==> src/include/eth_mac_ctrl_pkg.sv <==
package eth_mac_ctrl_pkg;

    // ------------------------------------------------------------------
    // Register offsets (byte addresses, one 32-bit word each)
    // ------------------------------------------------------------------
    localparam int APB_AW = 8;
    localparam logic [APB_AW-1:0] OFS_EVENT_FLAGS = 8'h00;
    localparam logic [APB_AW-1:0] OFS_EVENT_ENABLE = 8'h04;
    localparam logic [APB_AW-1:0] OFS_MGMT_PORT = 8'h08;
    localparam logic [APB_AW-1:0] OFS_ADDR_UPPER = 8'h0c;
    localparam logic [APB_AW-1:0] OFS_ADDR_LOWER = 8'h10;
    localparam logic [APB_AW-1:0] OFS_RX_MAX_LEN = 8'h14;
    localparam logic [APB_AW-1:0] OFS_LINK_STATUS = 8'h18;
    localparam logic [APB_AW-1:0] OFS_RETRY_COUNT = 8'h1c;

    // ------------------------------------------------------------------
    // Field positions and widths
    // ------------------------------------------------------------------
    localparam int EV_LINK_POS = 2;
    localparam int EV_WAKE_POS = 1;
    localparam int EV_CARRIER_POS = 0;
    localparam int MGMT_IN_POS = 3;
    localparam int MGMT_OUT_POS = 2;
    localparam int MGMT_DIR_POS = 1;
    localparam int MGMT_MDC_POS = 0;
    localparam int LINK_MON_POS = 0;
    localparam int RFL_W = 12;
    localparam int ADDR_LO_W = 16;

    // ------------------------------------------------------------------
    // Values after reset
    // ------------------------------------------------------------------
    localparam logic [2:0] EVENT_ENABLE_RST = 3'h0;
    localparam logic [2:0] EVENT_FLAGS_RST = 3'h0;
    localparam logic [31:0] ADDR_UPPER_RST = 32'h0000_0000;
    localparam logic [15:0] ADDR_LOWER_RST = 16'h0000;
    localparam logic [11:0] RFL_RST = 12'h000;

    // ------------------------------------------------------------------
    // Receive length decode and frame constants
    // ------------------------------------------------------------------
    localparam logic [11:0] RFL_FLOOR_CODE = 12'h5ee;
    localparam logic [11:0] RFL_CAP_CODE = 12'h800;
    localparam logic [11:0] RX_LEN_FLOOR = 12'h5ee;
    localparam logic [11:0] RX_LEN_CAP = 12'h800;
    localparam int CRC_BYTES = 4;
    localparam int RETRY_LIMIT_TRIES = 16;

    // ------------------------------------------------------------------
    // Carriers
    // ------------------------------------------------------------------
    typedef struct packed {
        logic psel;
        logic penable;
        logic pwrite;
        logic [APB_AW-1:0] paddr;
        logic [31:0] pwdata;
    } apb_req_s;

    typedef struct packed {
        logic pready;
        logic pslverr;
        logic [31:0] prdata;
    } apb_rsp_s;

    typedef struct packed {
        logic valid;
        logic last;
        logic [7:0] data;
    } rx_byte_s;

    typedef struct packed {
        logic valid;
        logic [7:0] data;
        logic done;
        logic truncated;
    } rx_mem_s;

    typedef enum logic [1:0] {
        RX_RUN = 2'b01,
        RX_FLUSH = 2'b10
    } rx_state_e;

endpackage : eth_mac_ctrl_pkg

==> src/verilog/eth_mac_ctrl_regs.sv <==
`timescale 1ns/1ps
module eth_mac_ctrl_regs
    import eth_mac_ctrl_pkg::*;
#(
    parameter int RETRY_W = 16
) (
    // Clock and reset
    input wire logic clk,
    input wire logic rst_n,
    // Register bus
    input wire apb_req_s apb_req,
    output apb_rsp_s apb_rsp,
    // Interrupt
    output logic irq,
    // Management port towards the PHY
    output logic mdc,
    input wire logic mdio_i,
    output logic mdio_o,
    output logic mdio_oe,
    // PHY link pin
    input wire logic phy_link_pin,
    // Events from the MAC core
    input wire logic wake_packet_seen,
    input wire logic bad_carrier_seen,
    input wire logic tx_retry_fail,
    // Receive path
    input wire rx_byte_s rx_in,
    output rx_mem_s rx_out,
    output logic [47:0] station_addr
);

    // ------------------------------------------------------------------
    // Parameter checks
    // ------------------------------------------------------------------
    if (RETRY_W < 1 || RETRY_W > 16) begin : g_bad_retry_w
        $error("RETRY_W must lie between 1 and 16");
    end

    typedef struct packed {
        logic [2:0] enable;
        logic [2:0] flags;
        logic mgmt_out;
        logic mgmt_dir;
        logic mgmt_clk;
        logic mdio_s1;
        logic mdio_s2;
        logic link_s1;
        logic link_s2;
        logic link_prev;
        logic [31:0] addr_hi;
        logic [15:0] addr_lo;
        logic [11:0] rx_length_limit_field;
        logic [RETRY_W-1:0] retry;
        apb_rsp_s rsp;
        logic irq;
        rx_state_e rx_st;
        logic [15:0] rx_cnt;
        logic [3:0][7:0] line;
        logic [2:0] fill;
        rx_mem_s out;
    } ctrl_state_s;

    ctrl_state_s st_q;
    ctrl_state_s st_d;
    logic access;
    logic commit_wr;
    logic [11:0] limit;
    logic [31:0] rd_data;
    logic rd_err;
    logic link_toggle;

    // ------------------------------------------------------------------
    // Receive length decode
    // ------------------------------------------------------------------
    // Codes at or below the floor all mean the standard maximum frame, and codes at or
    // above the cap all mean the longest frame that is ever accepted.
    function automatic logic [11:0] rx_limit(input logic [11:0] code);
        logic [11:0] res;
        res = code;
        if (code <= RFL_FLOOR_CODE) begin
            res = RX_LEN_FLOOR;
        end else if (code >= RFL_CAP_CODE) begin
            res = RX_LEN_CAP;
        end
        return res;
    endfunction : rx_limit

    assign limit = rx_limit(st_q.rx_length_limit_field);
    assign access = apb_req.psel & apb_req.penable;
    // A write lands only on the edge that also samples pready high.
    assign commit_wr = access & st_q.rsp.pready & apb_req.pwrite;
    assign link_toggle = st_q.link_s2 ^ st_q.link_prev;

    // ------------------------------------------------------------------
    // Read multiplexer
    // ------------------------------------------------------------------
    // Read data are captured in the first access cycle, so the master must hold paddr
    // steady through the whole access phase.
    always_comb begin
        rd_data = 32'h0000_0000;
        rd_err = 1'b0;
        case (apb_req.paddr)
            OFS_EVENT_FLAGS: rd_data[2:0] = st_q.flags;
            OFS_EVENT_ENABLE: rd_data[2:0] = st_q.enable;
            OFS_MGMT_PORT: begin
                rd_data[MGMT_IN_POS] = st_q.mdio_s2;
                rd_data[MGMT_OUT_POS] = st_q.mgmt_out;
                rd_data[MGMT_DIR_POS] = st_q.mgmt_dir;
                rd_data[MGMT_MDC_POS] = st_q.mgmt_clk;
            end
            OFS_ADDR_UPPER: rd_data = st_q.addr_hi;
            OFS_ADDR_LOWER: rd_data[ADDR_LO_W-1:0] = st_q.addr_lo;
            OFS_RX_MAX_LEN: rd_data[RFL_W-1:0] = st_q.rx_length_limit_field;
            OFS_LINK_STATUS: rd_data[LINK_MON_POS] = ~st_q.link_s2;
            OFS_RETRY_COUNT: rd_data[RETRY_W-1:0] = st_q.retry;
            default: rd_err = 1'b1;
        endcase
    end

    // ------------------------------------------------------------------
    // Next state
    // ------------------------------------------------------------------
    always_comb begin
        st_d = st_q;

        // Bus answer: one wait state, read data captured with pready.
        st_d.rsp.pready = access & ~st_q.rsp.pready;
        st_d.rsp.pslverr = access & ~st_q.rsp.pready & rd_err;
        st_d.rsp.prdata = (access & ~st_q.rsp.pready & ~apb_req.pwrite) ? rd_data : 32'h0;

        // Pin synchronisers; only the second stage is read by logic.
        st_d.mdio_s1 = mdio_i;
        st_d.mdio_s2 = st_q.mdio_s1;
        st_d.link_s1 = phy_link_pin;
        st_d.link_s2 = st_q.link_s1;
        st_d.link_prev = st_q.link_s2;

        // Register writes; reserved bits are simply not stored.
        if (commit_wr) begin
            case (apb_req.paddr)
                OFS_EVENT_FLAGS: st_d.flags = st_q.flags & ~apb_req.pwdata[2:0];
                OFS_EVENT_ENABLE: st_d.enable = apb_req.pwdata[2:0];
                OFS_MGMT_PORT: begin
                    st_d.mgmt_out = apb_req.pwdata[MGMT_OUT_POS];
                    st_d.mgmt_dir = apb_req.pwdata[MGMT_DIR_POS];
                    st_d.mgmt_clk = apb_req.pwdata[MGMT_MDC_POS];
                end
                OFS_ADDR_UPPER: st_d.addr_hi = apb_req.pwdata;
                OFS_ADDR_LOWER: st_d.addr_lo = apb_req.pwdata[ADDR_LO_W-1:0];
                OFS_RX_MAX_LEN: st_d.rx_length_limit_field = apb_req.pwdata[RFL_W-1:0];
                OFS_RETRY_COUNT: st_d.retry = '0;
                default: ;
            endcase
        end

        // Events set after the clear so a coincident event is kept.
        if (link_toggle) begin
            st_d.flags[EV_LINK_POS] = 1'b1;
        end
        if (wake_packet_seen) begin
            st_d.flags[EV_WAKE_POS] = 1'b1;
        end
        if (bad_carrier_seen) begin
            st_d.flags[EV_CARRIER_POS] = 1'b1;
        end

        // A failure in the clearing cycle counts from zero unless the counter was saturated; then it is lost.
        if (tx_retry_fail && st_q.retry != '1) begin
            st_d.retry = RETRY_W'(st_d.retry + 1'b1);
        end

        st_d.irq = |(st_d.flags & st_d.enable);

        // Receive path: a four-byte delay line holds back the CRC.
        st_d.out.valid = 1'b0;
        st_d.out.done = 1'b0;
        st_d.out.truncated = 1'b0;
        case (st_q.rx_st)
            RX_RUN: begin
                if (rx_in.valid) begin
                    if (st_q.rx_cnt < {4'h0, limit}) begin
                        st_d.line = {st_q.line[2:0], rx_in.data};
                        if (st_q.fill == 3'(CRC_BYTES)) begin
                            st_d.out.valid = 1'b1;
                            st_d.out.data = st_q.line[3];
                        end else begin
                            st_d.fill = st_q.fill + 3'd1;
                        end
                    end
                    if (st_q.rx_cnt != 16'hffff) begin
                        st_d.rx_cnt = st_q.rx_cnt + 16'd1;
                    end
                    if (rx_in.last) begin
                        st_d.rx_cnt = 16'h0000;
                        if (st_q.rx_cnt >= {4'h0, limit}) begin
                            // Held bytes are payload: flush them.
                            st_d.rx_st = RX_FLUSH;
                        end else begin
                            // Held bytes are the CRC: drop them.
                            st_d.fill = 3'd0;
                            st_d.out.done = 1'b1;
                        end
                    end
                end
            end
            RX_FLUSH: begin
                st_d.out.valid = 1'b1;
                st_d.out.data = st_q.line[st_q.fill - 3'd1];
                st_d.fill = st_q.fill - 3'd1;
                if (st_q.fill == 3'd1) begin
                    st_d.out.done = 1'b1;
                    st_d.out.truncated = 1'b1;
                    st_d.rx_st = RX_RUN;
                end
            end
            default: st_d.rx_st = RX_RUN;
        endcase
    end

    // ------------------------------------------------------------------
    // State register
    // ------------------------------------------------------------------
    always_ff @(posedge clk or negedge rst_n) begin
        if (!rst_n) begin
            st_q <= '0;
            st_q.enable <= EVENT_ENABLE_RST;
            st_q.flags <= EVENT_FLAGS_RST;
            st_q.addr_hi <= ADDR_UPPER_RST;
            st_q.addr_lo <= ADDR_LOWER_RST;
            st_q.rx_length_limit_field <= RFL_RST;
            st_q.rx_st <= RX_RUN;
            // The link pin idles high; starting the sync stages there avoids a false
            // toggle after reset. A link that is down at reset still flags one change.
            st_q.link_s1 <= 1'b1;
            st_q.link_s2 <= 1'b1;
            st_q.link_prev <= 1'b1;
        end else begin
            st_q <= st_d;
        end
    end

    assign apb_rsp = st_q.rsp;
    assign irq = st_q.irq;
    assign mdc = st_q.mgmt_clk;
    assign mdio_o = st_q.mgmt_out;
    assign mdio_oe = st_q.mgmt_dir;
    assign rx_out = st_q.out;
    assign station_addr = {st_q.addr_hi, st_q.addr_lo};
endmodule : eth_mac_ctrl_regs
==> config.mk <==
export PLATFORM = sky130hd
export DESIGN_NAME = eth_mac_ctrl_regs
export DESIGN_NICKNAME = d
export VERILOG_FILES = /design/src/include/eth_mac_ctrl_pkg.sv /design/src/verilog/eth_mac_ctrl_regs.sv
export SDC_FILE = /design/constraint.sdc
export NUM_CORES = 1
export LEC_CHECK = 0
export ABC_AREA = 1
export BUFFER_PORTS_ARGS = -buffer_cell sky130_fd_sc_hd__buf_2
export CELL_PAD_IN_SITES_DETAIL_PLACEMENT = 1
export CELL_PAD_IN_SITES_GLOBAL_PLACEMENT = 2
export CORE_AREA = 2 2 155 195
export DETAILED_ROUTE_END_ITERATION = 8
export DIE_AREA = 0 0 157 197
export PLACE_DENSITY_LB_ADDON = 0.1
export RECOVER_POWER = 100
export SYNTH_ARGS = -nofsm -noshare
export SYNTH_HDL_FRONTEND = slang
export SYNTH_SLANG_ARGS = --single-unit
==> constraint.sdc <==
create_clock -name clk -period 3.4 [get_ports clk]
set_input_delay 0 -clock clk [delete_from_list [all_inputs] [get_ports clk]]
set_output_delay 0 -clock clk [all_outputs]
set_load 0.01 [all_outputs]
Yosys cells after proc, flatten, opt, wreduce, memory -nomap -nowiden
Cells that the tools add are included.
{"block": "totals", "register_bits": 189, "input_bits": 60, "output_inout_bits": 97, "word_cells": 123}
{"block": "op_classes", "add_sub_neg": 4, "order_cmp": 5, "n_eq_ne": 19, "muxes": 38, "bitwise": 13, "n_reduce_logical": 15}
{"cell": "$mux W16", "count": 5}
{"cell": "$mux W63", "count": 1}
{"cell": "$mux W44", "count": 1}
{"cell": "$add A16 B1 Y16 const B", "count": 2}
{"cell": "$eq A8 B5 Y1 const B", "count": 4}
{"cell": "$mux W32", "count": 1}
{"cell": "$ne A16 B16 Y1 const B", "count": 2}
{"cell": "$pmux W8 S4", "count": 1}
{"cell": "$pmux W13 S2", "count": 1}
{"cell": "$mux W12", "count": 2}
{"cell": "$mux W18", "count": 1}
{"cell": "$mux W3", "count": 6}
{"cell": "$mux W9", "count": 2}
{"cell": "$bmux W8 S2", "count": 1}
{"cell": "$eq A8 B4 Y1 const B", "count": 2}
{"cell": "$ge A16 B12 Y1", "count": 1}
{"cell": "$lt A16 B12 Y1", "count": 1}
{"cell": "$pmux W2 S7", "count": 1}
{"cell": "$ge A12 B12 Y1 const B", "count": 1}
{"cell": "$le A12 B11 Y1 const B", "count": 1}
{"cell": "$ne A2 B2 Y1 const B", "count": 6}
{"cell": "$pmux W4 S3", "count": 1}
{"cell": "$reduce_and A2 Y1", "count": 5}
{"cell": "$eq A8 B3 Y1 const B", "count": 1}
{"cell": "25 further kinds", "count": 44}

Longest topological paths before layout
{"block": "logic_depth", "word_depth": 9, "mapped_depth": 23, "mapped_depth_nobuf": 23}

Worst setup path after synthesis
Ideal clock, no wire load.
{"block": "synth_path", "path_type": "reg-to-reg", "from": "register st_q[124] in the netlist's numbering", "to": "register st_q[19] in the netlist's numbering", "setup_ns": 0.125, "arrival_time_ns": 2.809, "t_required_ns": 3.275, "path_slack_ns": 0.466, "path_stages_with_launch": 16, "path_buffers": 1, "synth_period_minus_slack_ns": 2.934, "cell_sequence": "dfrtp_1 inv_1 nand4_1 nor3_1 nand2_1 o21ai_0 o21ai_0 ha_1 a21o_1 nor2_1 nand2_1 nand2_1 nand2_4 nor2_8 buf_4 mux2_2"}
{"block": "synth_via", "elab_chain_cells": 5, "elab_cells_between_ends": 6, "classes_between": "3 x order compare; 2 x mux; 1 x reduce/logical"}
{"element": "from (decl)", "line": "eth_mac_ctrl_regs.sv:63", "text": "ctrl_state_s st_q;"}
{"element": "from (signal assigned)", "line": "eth_mac_ctrl_regs.sv:238", "text": "st_q <= st_d;"}
{"element": "$ge A12 B12 Y1", "line": "eth_mac_ctrl_regs.sv:82", "text": "end else if (code >= RFL_CAP_CODE) begin"}
{"element": "$mux W12", "line": "eth_mac_ctrl_regs.sv:82"}
{"element": "$mux W12 *", "line": "eth_mac_ctrl_regs.sv:80", "text": "if (code <= RFL_FLOOR_CODE) begin"}
{"element": "$lt A16 B12 Y1 *", "line": "eth_mac_ctrl_regs.sv:181", "text": "if (st_q.rx_cnt < {4'h0, limit}) begin"}
{"element": "$reduce_and A3 Y1 (no line) *"}
Every way passes the cells marked *; elsewhere a longest branch is shown, timed or not.
A chain may end at the register's enable or synchronous reset.

Worst setup path after layout
{"block": "layout_path", "from": "register st_q[119] in the netlist's numbering", "to": "register st_q[15] in the netlist's numbering"}
The elaborated chain is that of the path after synthesis.

==> out/results.tsv <==
stage	metric	value	unit
status	status	finished with violations	
status	failing checks	capacitance limit, slew limit	
timing	Final Critical Period	3070	ps
hold_path	HP Class	in -> reg	
floorplan	initial core utilization	33.6	%
routing	1st-iter DRT viols	229	
floorplan	core area	29000	um^2
clock_network	clk slew on worst S/H paths	70	ps
timing	RSZ-0062 raised after global routing	false	
synth	Main synth FF type	dfrtp_1	
routing	DRC	0	
synth	Avg Cell Area, Syn	8.49	um^2
routing	vias per std cell	4.71	
critical_path	Worst Path Max Fanout	36	
floorplan	row cnt	70	
synth	Post-Syn Area	9750	um^2
synth	fraction of registers with async set/reset	100	%
synth	Synth Net Count	1228	
synth	Post-Syn Instances	1148	
critical_path	Worst Setup End Kind	flip-flop	
clock_network	H-Tree Depth	4	
critical_path	R2R setup slack	330	ps
finish	layout cells sized above 1	11.0	%
placement	placed cells	1590	
synth	Synth top cells by count	nand2_1 (281), dfrtp_1 (185), inv_1 (119)	
flow_run	MaxCap Viol Count	1	
routing	final WL	28.5	mm
timing	post-route clock period utilization	90.2	%
routing	via count	7891	
timing	Setup TNS Final	0	ps
timing	final setup vio count	0	
critical_path	critical path data required time	3730	ps
floorplan	Die ar.	30900	um^2
power	power consumption	6.24	mW
synth	synth top area cells	dfrtp_1 (47%), nand2_1 (11%), buf_4 (7.3%)	
synth	Netlist cell types	49	
global_routing	first-pass GRT wire length	46.5	mm
placement	Port Buf Inserts	156	
timing	fmax	326	MHz
floorplan	# IOs	157	
critical_path	worst-path cell chain	inv_1 -> nand3_1 -> nor3_1 -> nand2_1 -> o211ai_1 -> o21ai_0 -> buf_4 -> o21ai_0 -> ha_1 -> a21o_1 -> nor2_1 -> nand2_1 -> nand2_2 -> nand2_4 -> nor2_8 -> buf_12 -> mux2_2	
timing	final clock skew	10.1	ps
power	Leakage	5.31	nW
critical_path	slowest cell on the critical path	dfrtp_1	
timing	Slew Limit Fails	92	
synth	EDFF count, synth	0	
placement	RePlAce Congestion	0.789	
synth	cell with the most instances after synthesis	nand2_1	
synth	Ys Warns	0	
floorplan	die height	197	um
clock_network	Clock Tree Root	clkbuf_16	
critical_path	Worst path max stage delay	420	ps
timing	Slew HR	-65.4	%
critical_path	Critical Path AT	3400	ps
clock_network	TritonCTS buffer count	17	
timing	Hold WS	64.9	ps
synth	top cell type's share of synthesized area	47.5	%
power	Max IR drop VDD	0.000335	V
synth	#FFs+latches synth	189	
finish	fin nets	1348	
clock_network	Worst-Skew Late Latency	450	ps
finish	ANT cells	0	
synth	post-synth top area cell	dfrtp_1	
clock_network	Longest Clk Path Bufs	2	
timing	Worst Tran Pin Value	2480	ps
global_routing	largest net degree at the start of global routing	92	
global_routing	vias in the first global route	8380	
global_routing	GRT Resource Usage Total	19.4	%
finish	fin cells	1677	
global_routing	GRT overflow	0	
floorplan	width of the die	157	um
placement	HPWL after detailed placement	20.3	mm
clock_network	CTS sink count	189	
routing	DR pass1 iterations	4	
clock_network	CTS tree	yes	
global_routing	initial antenna violation count	0	
critical_path	delay-heaviest family, CP	simple AND/OR/NAND/NOR gates	
power	PwrDens	552	nW/um^2
critical_path	CP Class	reg -> reg	
finish	utilization after layout	39.0	%
routing	Routed WL per cell	17.0	um
finish	Synth-to-Final Area Change	16.1	%
critical_path	Startpoint Class	flip-flop	
routing	Routed Antenna Nets	0	
critical_path	CP Buf/Inv Count	3	
finish	fillers	3488	
synth	register area share after synthesis	48.6	%
timing	Hold Vio Cnt, Final	0	
worst reg2reg max path, stage by stage (launching register included):
cell and delay (ps):
dfrtp_1 420, inv_1 80, nand3_1 60, nor3_1 180, nand2_1 100, o211ai_1 110, o21ai_0 110, buf_4 170
o21ai_0 180, ha_1 280, a21o_1 190, nor2_1 90, nand2_1 70, nand2_2 120, nand2_4 90, nor2_8 120
buf_12 200, mux2_2 370
flip-flops by register name, summed over array words and instances (netlist names):
| signal | cells |
|---|---|
| st_q | 89 |
| station_addr | 48 |
| apb_rsp | 34 |
| rx_out | 11 |
| st_d | 3 |
| irq | 1 |
| mdc | 1 |
| mdio_o | 1 |
| mdio_oe | 1 |
power breakdown:
group	internal, mW	total [mW]	switching (mW)
combinational	0.541	1.42	0.875
clock	1.07	2.03	0.962
sequential	2.56	2.80	0.239
total	4.17	6.24	2.08
logic make-up after synthesis:
| group | synth area share, % |
|---|---|
| muxes | 2.77 |
| xor gates and xnor gates | 1.35 |
| and+or+nand+nor | 19.6 |
| AOI/OAI and AO/OA | 11.4 |
| buffers and inverters | 13.8 |
| DFF | 48.6 |
| adders and majority gates | 2.57 |
final cells by class:
cell class | instances | area [um^2] | area share [%]
clock inverters | 13 | 130 | 1.15
well taps | 396 | 495 | 4.38
flip-flops and latches | 189 | 4730 | 41.8
inverters | 129 | 484 | 4.28
multi-input cells | 701 | 3670 | 32.4
repair buffers | 230 | 1350 | 11.9
clock buffers | 19 | 453 | 4.00
path summary, 6_finish.rpt:
check                            startpoint           to  cells after the start
worst max-delay path              st_q[119]     st_q[15]                     17
worst min-delay path            apb_req[33]  apb_rsp[32]                      5
worst max register to register    st_q[119]     st_q[15]                     17
worst min register to register    st_d[178]    st_q[178]                      0
max in group asynchronous             rst_n  apb_rsp[22]                      3
min in group asynchronous             rst_n     st_q[56]                      2
metal layers:
layer / track usage (%) / vias to the layer above / part of all wire [%] / wire [um]
met1: 24.1 / 3887 / 44 / 12400
met4: 4.79 / 0 / 1.0 / 296
met3: 3.17 / 19 / 2.3 / 646
li1: - / 3877 / - / -
met5: 0 / - / 0 / 0
met2: 34.9 / 108 / 53 / 15100
layout by cell type, fill, tap and decap left out, types with 20 or more instances in the layout:
master / n
clkbuf_1: 98
nand3_1: 59
inv_1: 121
a21oi_1: 38
nor2_1: 60
buf_2: 58
nand2_1: 280
o21ai_0: 122
dlygate4sd3_1: 55
dfrtp_1: 185
ha_1: 20
through the flow:
| stage | instance area, um^2 | worst slack [ps] |
|---|---|---|
| 3_3_place_gp | 10300 | 304 |
| 3_5_place_dp | 10300 | 222 |
| 2_1_floorplan | 9750 | 466 |
| 6_report | 11300 | 333 |
| 4_1_cts | 11500 | 202 |
| 5_1_grt | 11300 | 20.7 |
what timing repair did:
action	4_1_cts	5_1_grt
hold endpoints to repair	168	0
setup endpoints to repair	0	28
gates resized for setup	0	3
hold buffers	55	0
setup buffers	0	0
Note: power is estimated with default switching activity, not from simulation.
